### config.mk
export PLATFORM = sky130hd
export DESIGN_NAME = interrupt_flag_regs
export DESIGN_NICKNAME = d
export VERILOG_FILES = /design/src/intf_pkg.sv /design/src/interrupt_flag_regs.sv /design/src/pending_flag_bit.sv
export SDC_FILE = /design/constraint.sdc
export NUM_CORES = 1
export LEC_CHECK = 0
export BUFFER_PORTS_ARGS = -buffer_cell sky130_fd_sc_hd__buf_2
export CAP_MARGIN = 20
export CELL_PAD_IN_SITES_DETAIL_PLACEMENT = 0
export CELL_PAD_IN_SITES_GLOBAL_PLACEMENT = 1
export CORE_MARGIN = 1
export CORE_UTILIZATION = 40
export CTS_CLUSTER_DIAMETER = 60
export DETAILED_ROUTE_END_ITERATION = 8
export PLACE_DENSITY_LB_ADDON = 0.1
export RECOVER_POWER = 100
export SYNTH_ARGS = -nofsm -noshare
export SYNTH_HDL_FRONTEND = slang
export SYNTH_SLANG_ARGS = --single-unit
### constraint.sdc
create_clock -name core_clk -period 2.1 [get_ports core_clk]
set_input_delay 0.42 -clock core_clk [delete_from_list [all_inputs] [get_ports core_clk]]
set_output_delay 0.42 -clock core_clk [all_outputs]
set_load 0.03 [all_outputs]
### src/intf_pkg.sv
// Purpose: constants and carrier types for the interrupt flag register block
// Assumes: one core clock, registers reached over a simple internal register port
// Notes: bit positions follow the flag register layout
package intf_pkg;
    localparam logic [7:0] ADDR_INTERRUPT_ENABLE_MASK = 8'h2B;
    localparam logic [7:0] ADDR_INTERRUPT_PENDING_FLAGS = 8'h2C;
    localparam logic [7:0] RESET_INTERRUPT_PENDING_FLAGS = 8'h00;
    localparam logic [7:0] RESET_INTERRUPT_ENABLE_MASK = 8'h00;
    localparam int BIT_MESSAGE_ERROR = 7;
    localparam int BIT_BUS_WAKEUP = 6;
    localparam int BIT_ERROR_SUMMARY = 5;
    localparam int BIT_TX_BUFFER2_EMPTY = 4;
    localparam int BIT_TX_BUFFER1_EMPTY = 3;
    localparam int BIT_TX_BUFFER0_EMPTY = 2;
    localparam int BIT_RX_BUFFER1_FULL = 1;
    localparam int BIT_RX_BUFFER0_FULL = 0;
    localparam int FLAG_COUNT = 8;
    localparam int ERROR_CONDITION_WIDTH = 8;

    typedef struct packed {
        logic message_error;
        logic bus_wakeup;
        logic tx_buffer2_empty;
        logic tx_buffer1_empty;
        logic tx_buffer0_empty;
        logic rx_buffer1_full;
        logic rx_buffer0_full;
    } event_pulses_t;

    typedef struct packed {
        logic message_error;
        logic bus_wakeup;
        logic error_summary;
        logic tx_buffer2_empty;
        logic tx_buffer1_empty;
        logic tx_buffer0_empty;
        logic rx_buffer1_full;
        logic rx_buffer0_full;
    } flag_bits_t;

    typedef struct packed {
        logic wr_en;
        logic rd_en;
        logic [7:0] addr;
        logic [7:0] wdata;
    } reg_req_t;
endpackage

### src/interrupt_flag_regs.sv
// Purpose: pending-interrupt flag register, enable mask and interrupt output
// Assumes: register requests come from the serial host port logic on core_clk
// Notes: write zero to a flag bit to request its clear; ones are ignored
//
// Contract
// - eight-bit flag register, message error at bit 7 down to receive flags.
// - receive buffer 1 and 0 full flags set when a message lands there.
// - a set flag stays set until the host clears it; zero means idle.
// - error summary flag set by any new error-condition register source.
// - flag register sits at register address 2C hex.
// - interrupt request stays pending while any flag remains set.
// - host clear fails while the underlying interrupt condition still holds.
// - active-low interrupt pin driven when a flag and its enable are set.
`timescale 1ns/1ns
`default_nettype none
module interrupt_flag_regs
    import intf_pkg::*;
(
    input wire logic core_clk,
    input wire logic rst,
    input wire reg_req_t reg_req,
    input wire event_pulses_t event_pulses,
    input wire flag_bits_t condition_active,
    input wire logic [ERROR_CONDITION_WIDTH-1:0] error_condition_register,
    output logic [7:0] reg_rdata_ff,
    output logic reg_rvalid_ff,
    output logic int_n_ff,
    output logic irq_pending_ff
);
    // ****************************************
    // flag bits
    // ****************************************
    logic [FLAG_COUNT-1:0] set_vec;
    logic [FLAG_COUNT-1:0] clear_vec;
    logic [FLAG_COUNT-1:0] flags;
    logic [ERROR_CONDITION_WIDTH-1:0] error_seen_ff;
    logic [7:0] interrupt_enable_mask_ff;
    logic error_rise;
    logic flag_write;

    // a rising error condition bit counts as one event; level sources would re-set forever
    assign error_rise = |(error_condition_register & ~error_seen_ff);

    always_ff @(posedge core_clk or posedge rst) begin
        if (rst) begin
            error_seen_ff <= '0;
        end else begin
            error_seen_ff <= error_condition_register;
        end
    end

    assign flag_write = reg_req.wr_en && (reg_req.addr == ADDR_INTERRUPT_PENDING_FLAGS);

    always_comb begin
        set_vec = '0;
        set_vec[BIT_MESSAGE_ERROR] = event_pulses.message_error;
        set_vec[BIT_BUS_WAKEUP] = event_pulses.bus_wakeup;
        set_vec[BIT_ERROR_SUMMARY] = error_rise;
        set_vec[BIT_TX_BUFFER2_EMPTY] = event_pulses.tx_buffer2_empty;
        set_vec[BIT_TX_BUFFER1_EMPTY] = event_pulses.tx_buffer1_empty;
        set_vec[BIT_TX_BUFFER0_EMPTY] = event_pulses.tx_buffer0_empty;
        set_vec[BIT_RX_BUFFER1_FULL] = event_pulses.rx_buffer1_full;
        set_vec[BIT_RX_BUFFER0_FULL] = event_pulses.rx_buffer0_full;
        clear_vec = flag_write ? ~reg_req.wdata : '0;
    end

    genvar gi;
    generate
        for (gi = 0; gi < FLAG_COUNT; gi++) begin : g_flag
            pending_flag_bit u_bit (
                .core_clk(core_clk),
                .rst(rst),
                .set_event(set_vec[gi]),
                .condition_active(condition_active[gi]),
                .clear_req(clear_vec[gi]),
                .flag_ff(flags[gi])
            );
        end
    endgenerate

    // ****************************************
    // enable mask and read port
    // ****************************************
    always_ff @(posedge core_clk or posedge rst) begin
        if (rst) begin
            interrupt_enable_mask_ff <= RESET_INTERRUPT_ENABLE_MASK;
        end else if (reg_req.wr_en && reg_req.addr == ADDR_INTERRUPT_ENABLE_MASK) begin
            interrupt_enable_mask_ff <= reg_req.wdata;
        end
    end

    // unmapped addresses read as zero
    always_ff @(posedge core_clk or posedge rst) begin
        if (rst) begin
            reg_rdata_ff <= 8'h00;
            reg_rvalid_ff <= 1'b0;
        end else begin
            reg_rvalid_ff <= reg_req.rd_en;
            if (!reg_req.rd_en) begin
                reg_rdata_ff <= 8'h00;
            end else if (reg_req.addr == ADDR_INTERRUPT_PENDING_FLAGS) begin
                reg_rdata_ff <= flags;
            end else if (reg_req.addr == ADDR_INTERRUPT_ENABLE_MASK) begin
                reg_rdata_ff <= interrupt_enable_mask_ff;
            end else begin
                reg_rdata_ff <= 8'h00;
            end
        end
    end

    // ****************************************
    // interrupt outputs
    // ****************************************
    // registered output costs one cycle of latency but keeps the pin glitch free
    always_ff @(posedge core_clk or posedge rst) begin
        if (rst) begin
            int_n_ff <= 1'b1;
            irq_pending_ff <= 1'b0;
        end else begin
            int_n_ff <= ~|(flags & interrupt_enable_mask_ff);
            irq_pending_ff <= |flags;
        end
    end
endmodule
`default_nettype wire

### src/pending_flag_bit.sv
// Purpose: one sticky pending-interrupt flag
// Assumes: event and condition come from the same clock domain
// Notes: set wins over clear; clear refused while the condition persists
`timescale 1ns/1ns
`default_nettype none
module pending_flag_bit (
    input wire logic core_clk,
    input wire logic rst,
    input wire logic set_event,
    input wire logic condition_active,
    input wire logic clear_req,
    output logic flag_ff
);
    logic nxt_flag;

    always_comb begin
        nxt_flag = flag_ff;
        if (clear_req && !condition_active) begin
            nxt_flag = 1'b0;
        end
        if (set_event) begin
            nxt_flag = 1'b1;
        end
    end

    always_ff @(posedge core_clk or posedge rst) begin
        if (rst) begin
            flag_ff <= 1'b0;
        end else begin
            flag_ff <= nxt_flag;
        end
    end
endmodule
`default_nettype wire

== After elaboration in Yosys (flattened, before gate mapping) ==
Index checks and enable logic that the tools add are counted.

* $add $sub $neg: 0
* $mul: 0
* Div/mod/pow operators: 0
* Magnitude comparators: 0
* Equality and inequality tests: 2
* Shift operators: 0
* Muxes and demuxes: 20
* Bitwise gates (word level): 4
* Reductions and logical operators: 30

{| class="wikitable"
|+ Operator list
! kind !! count
|-
| 8-bit two-way mux || 4
|-
| 8-bit OR reduction || 3
|-
| 8-bit AND || 2
|-
| 8-bit by 6-bit == test with 1-bit output, second input constant || 2
|-
| 1-bit two-way mux || 16
|-
| 8-bit NOT || 2
|-
| 2-bit nonzero test || 8
|-
| 1-bit logical AND || 10
|-
| 1-bit logical NOT || 9
|}

* Register bits after elaboration: 35
* Bits in latches: 0
* RAM bits: 0
* Bits in read-only memories: 0
* Input bits: 43
* Output and inout port bits: 11
* Word-level logic and storage cells: 70
* Memories kept: 0

== Longest topological paths before layout ==
* Word-level depth: 6
* Mapped depth: 5
* Depth with buffers taken out: 3

== Modules after synthesis ==
Synthesis repeated with hierarchy kept, for this count alone.

* Cell total of the unflattened synthesis: 123
* Area, all modules: 1443.9 um^2

{| class="wikitable"
|+ Modules (own cells, without submodules)
! module !! instances !! cells each !! area an instance (um^2) !! sequential area each (um^2)
|-
| interrupt_flag_regs || 1 || 91 || 1103.6 || 676.9
|-
| pending_flag_bit || 8 || 4 || 42.5 || 25.0
|}

== Worst setup path before layout ==
No wires, ideal clock.

* Kind: input-to-reg
* From: input reg_req[15] in the netlist's numbering
* To: register g_flag[5].u_bit.flag_ff
* Setup time: 129 ps
* Data arrival time: 1337 ps
* Required time: 1971 ps
* Slack: 634 ps
* Stages: 4
* Path buffers: 1
* Cells stage by stage: and4b_1 clkbuf_1 nand4_1 a2111o_1

* Cells in the longest elaborated chain, start to end: 5

{| class="wikitable"
|+ Ends and longest elaborated chain
! element !! line !! RTL
|-
| start, declared || interrupt_flag_regs.sv:21 || <nowiki>input wire reg_req_t reg_req,</nowiki>
|-
| 8-bit by 6-bit == test with 1-bit output || interrupt_flag_regs.sv:52 || <nowiki>assign flag_write = reg_req.wr_en && (reg_req.addr == ADDR_INTERRUPT_PENDING_FLAGS);</nowiki>
|-
| 1-bit logical AND || interrupt_flag_regs.sv:52 ||
|-
| 8-bit two-way mux || interrupt_flag_regs.sv:64 || <nowiki>clear_vec = flag_write ? ~reg_req.wdata : '0;</nowiki>
|-
| 1-bit logical AND || pending_flag_bit.sv:18 || <nowiki>if (clear_req && !condition_active) begin</nowiki>
|-
| 2-bit nonzero test (no source line) || -- ||
|-
| end signal, assigned || pending_flag_bit.sv:30 || <nowiki>flag_ff <= nxt_flag;</nowiki>
|-
| end, declared || pending_flag_bit.sv:12 || <nowiki>output logic flag_ff</nowiki>
|}

No other way between the ends.
A chain may end at the register's enable or synchronous reset.

== Worst setup path in the final report ==
* From: input reg_req[12] in the netlist's numbering
* To: register interrupt_enable_mask_ff[4]

* Cells in the longest elaborated chain, start to end: 2

{| class="wikitable"
|+ Ends and longest elaborated chain
! element !! line !! RTL
|-
| 8-bit by 6-bit == test with 1-bit output || interrupt_flag_regs.sv:87 || <nowiki>end else if (reg_req.wr_en && reg_req.addr == ADDR_INTERRUPT_ENABLE_MASK) begin</nowiki>
|-
| 1-bit logical AND || interrupt_flag_regs.sv:87 ||
|-
| end signal, assigned || interrupt_flag_regs.sv:88 || <nowiki>interrupt_enable_mask_ff <= reg_req.wdata;</nowiki>
|-
| end, declared || interrupt_flag_regs.sv:37 || <nowiki>logic [7:0] interrupt_enable_mask_ff;</nowiki>
|}

No other way between the ends.

==> run_results.csv <==
group,metric,value,unit
synth,ys_async_sr_fraction,100,%
layout,areaGrowthSynthToFinish,25.2,%
sta,finalHoldViolations,0,
sta,rsz0062_at_grt,"no",
run_status,status,"complete, no violations",
clock_network,clk_latency,330,ps
floorplan,dieWidth,62.6,um
clock_network,cts_setup_buffers,0,
floorplan,initial_core_util,43.0,%
sta,setup_viol,0,
setup_path,crit_arrival,1810,ps
routing,wire_per_inst,14.1,um
grt,grt_pass1_wl,5310,um
clock_network,cts_root_buf,"clkbuf_4",
power,powerDensity,675,nW/um2
setup_path,crit_path_end_kind,"flop",
power,ir_drop,0.371,mV
clock_network,cts_max_level,2,
grt,grt_use_total,18.2,%
routing,drt_first_pass_iters,4,
grt,grt_max_degree,22,
setup_path,worst_setup_path_start_kind,"primary input",
clock_network,holdBufCountCts,0,
synth,yosysWarnings,0,
sta,fin_skew,1.18,ps
layout,final_cells,227,
min_path,hold_class,"in -> async",
clock_network,cts.clk_slew.worst_paths,100,ps
synth,synth_edf_count,0,
sta,slew_headroom,50.2,%
layout,nets,223,
synth,synth_common_cells,"dfrtp_1 (34), nand3_1 (18), a21boi_0 (8), mux2_2 (8), a21o_1 (7)",
flow_run,drv_cap,0,
routing,drc,0,
synth,synthTopCellsByArea,"dfrtp_1 (58%), nand3_1 (6.1%), mux2_2 (6.1%)",
routing,ant_nets,0,
floorplan,num_rows,21,
grt,grt-ovfl-total,0,
synth,synthesis.nets,165,
power,p_leak,0.798,nW
layout,drive_above_1_share,30.4,%
synth,synth_most_common_cell,"dfrtp_1",
setup_path,crit_fanout,9,
routing,num_vias,1162,
sta,period_needed,1590,ps
place,portBuffers,53,
routing,viasPerCell,5.12,
synth,synth.ff_latch_count,35,
place,dp.cells,219,
routing,drt_iter0_drc,34,
floorplan,dieArea,3920,um2
clock_network,cts_tree,"done",
floorplan,fp.dieH,62.6,um
synth,yosysSeqAreaShare,59.7,%
synth,syn_area,1470,um2
floorplan,design.portCount,54,
routing,drt-total-wl,3190,um
synth,synthCells,122,
sta,finalCritPeriodShare,75.7,%
layout,antenna_cells,0,
sta,fin_tns_setup,0,ps
sta,fmax,629,MHz
clock_network,clock_sinks,35,
floorplan,core,3420,um2
sta,slew_violations,0,
setup_path,cp.required,2320,ps
grt,antenna_found_initial,0,
synth,synth_top_area_share,57.9,%
synth,syn_area_per_cell,12.1,um2
synth,yosysUniqueCellTypes,26,
grt,first_global_vias,1104,
synth,synth_ff_type,"dfrtp_1",
sta,tightest_slew,747,ps
place,routabilityCongestion,0.748,
clock_network,numCtsBuffers,5,
setup_path,ff2ff_path_depth,2,
synth,synth_top_area_cell,"dfrtp_1",
place,hpwl,2410,um
clock_network,post_cts_resized,0,
clock_network,clock_path_buffers,2,
setup_path,worst-setup-path-type,"in -> reg",
==> report_power, final <==
group          leakage (nW)  internal (mW)  total, mW  switching, mW
clock                0.0386          0.197      0.407          0.210
combinational         0.344         0.0568      0.128         0.0714
sequential            0.416          0.698      0.707        0.00879
total                 0.798          0.952       1.24          0.290
==> placed cells by master (no fill, tap or decap), drive strengths merged, types with 2 or more instances in the layout <==
master	count
nor3b	2
a21o	7
nand2b	3
buf	38
clkbuf	27
a21boi	8
dfrtp	34
o22ai	2
nand4	6
inv	6
nor2	6
a22oi	4
nor4	3
mux2	8
nand3	19
==> metal layers <==
metal	part of all wire (%)	vias to the layer above	routed length [um]	GRT usage [%]
met5	0	-	0	0
met4	2.0	0	63	9.88
met3	8.2	7	260	5.11
met2	41	57	1320	24.9
met1	48	530	1550	25.9
li1	-	568	-	-
==> stage by stage <==
stage / area (um2) / utilization [%] / hold WS (ps) / power, mW / setup slack, ps
2_1_floorplan: 1470 / - / 451 / 0.783 / 634
3_3_place_gp: 1800 / 52.8 / 499 / 0.851 / 419
3_5_place_dp: 1800 / 52.8 / 515 / 0.855 / 378
4_1_cts: 1870 / 54.8 / 146 / 1.26 / 634
5_1_grt: 1840 / 53.9 / 160 / 1.31 / 426
6_report: 1840 / 53.9 / 128 / 1.24 / 511
==> sequential cells by signal, summed over array words and instances, names as in the netlist <==
register / flops
reg_rdata_ff: 8
int_n_ff: 1
g_flag.u_bit.flag_ff: 8
irq_pending_ff: 1
interrupt_enable_mask_ff: 8
reg_rvalid_ff: 1
error_seen_ff: 8
==> path summary, 6_finish.rpt <==
check | from | to | slack, ps
min in group core_clk | error_condition_register[4] | error_seen_ff[4] | 200
hold / removal | rst | reg_rvalid_ff | 130
hold reg to reg | interrupt_enable_mask_ff[0] | interrupt_enable_mask_ff[0] | 550
setup reg to reg | g_flag[1].u_bit.flag_ff | irq_pending_ff | 1090
setup / recovery | reg_req[12] | interrupt_enable_mask_ff[4] | 510
max in group asynchronous | rst | error_seen_ff[1] | 1450
==> cell type report <==
class	count	area [um2]
Clock buffer	8	68.8
Fill cell	338	1580
Inverter	6	22.5
Multi-Input combinational cell	75	533
Sequential cell	35	877
Tap cell	46	57.6
Timing Repair Buffer	57	282
==> critical path, cell delays in order <==
cell	delay, ps
clkbuf_1	100
and4bb_1	510
nand3_1	380
mux2_2	390
==> logic make-up (layout without fill, tap and decap cells) <==
family | Yosys count | count (layout) | synth area share [%]
flip-flops | 35 | 35 | 59.7
AND/OR/NAND/NOR | 44 | 44 | 18.6
buffers and inverters | 12 | 71 | 3.74
AO/OA/AOI/OAI | 23 | 23 | 11.9
multiplexers | 8 | 8 | 6.13
Note: power is estimated with default switching activity, not from simulation.
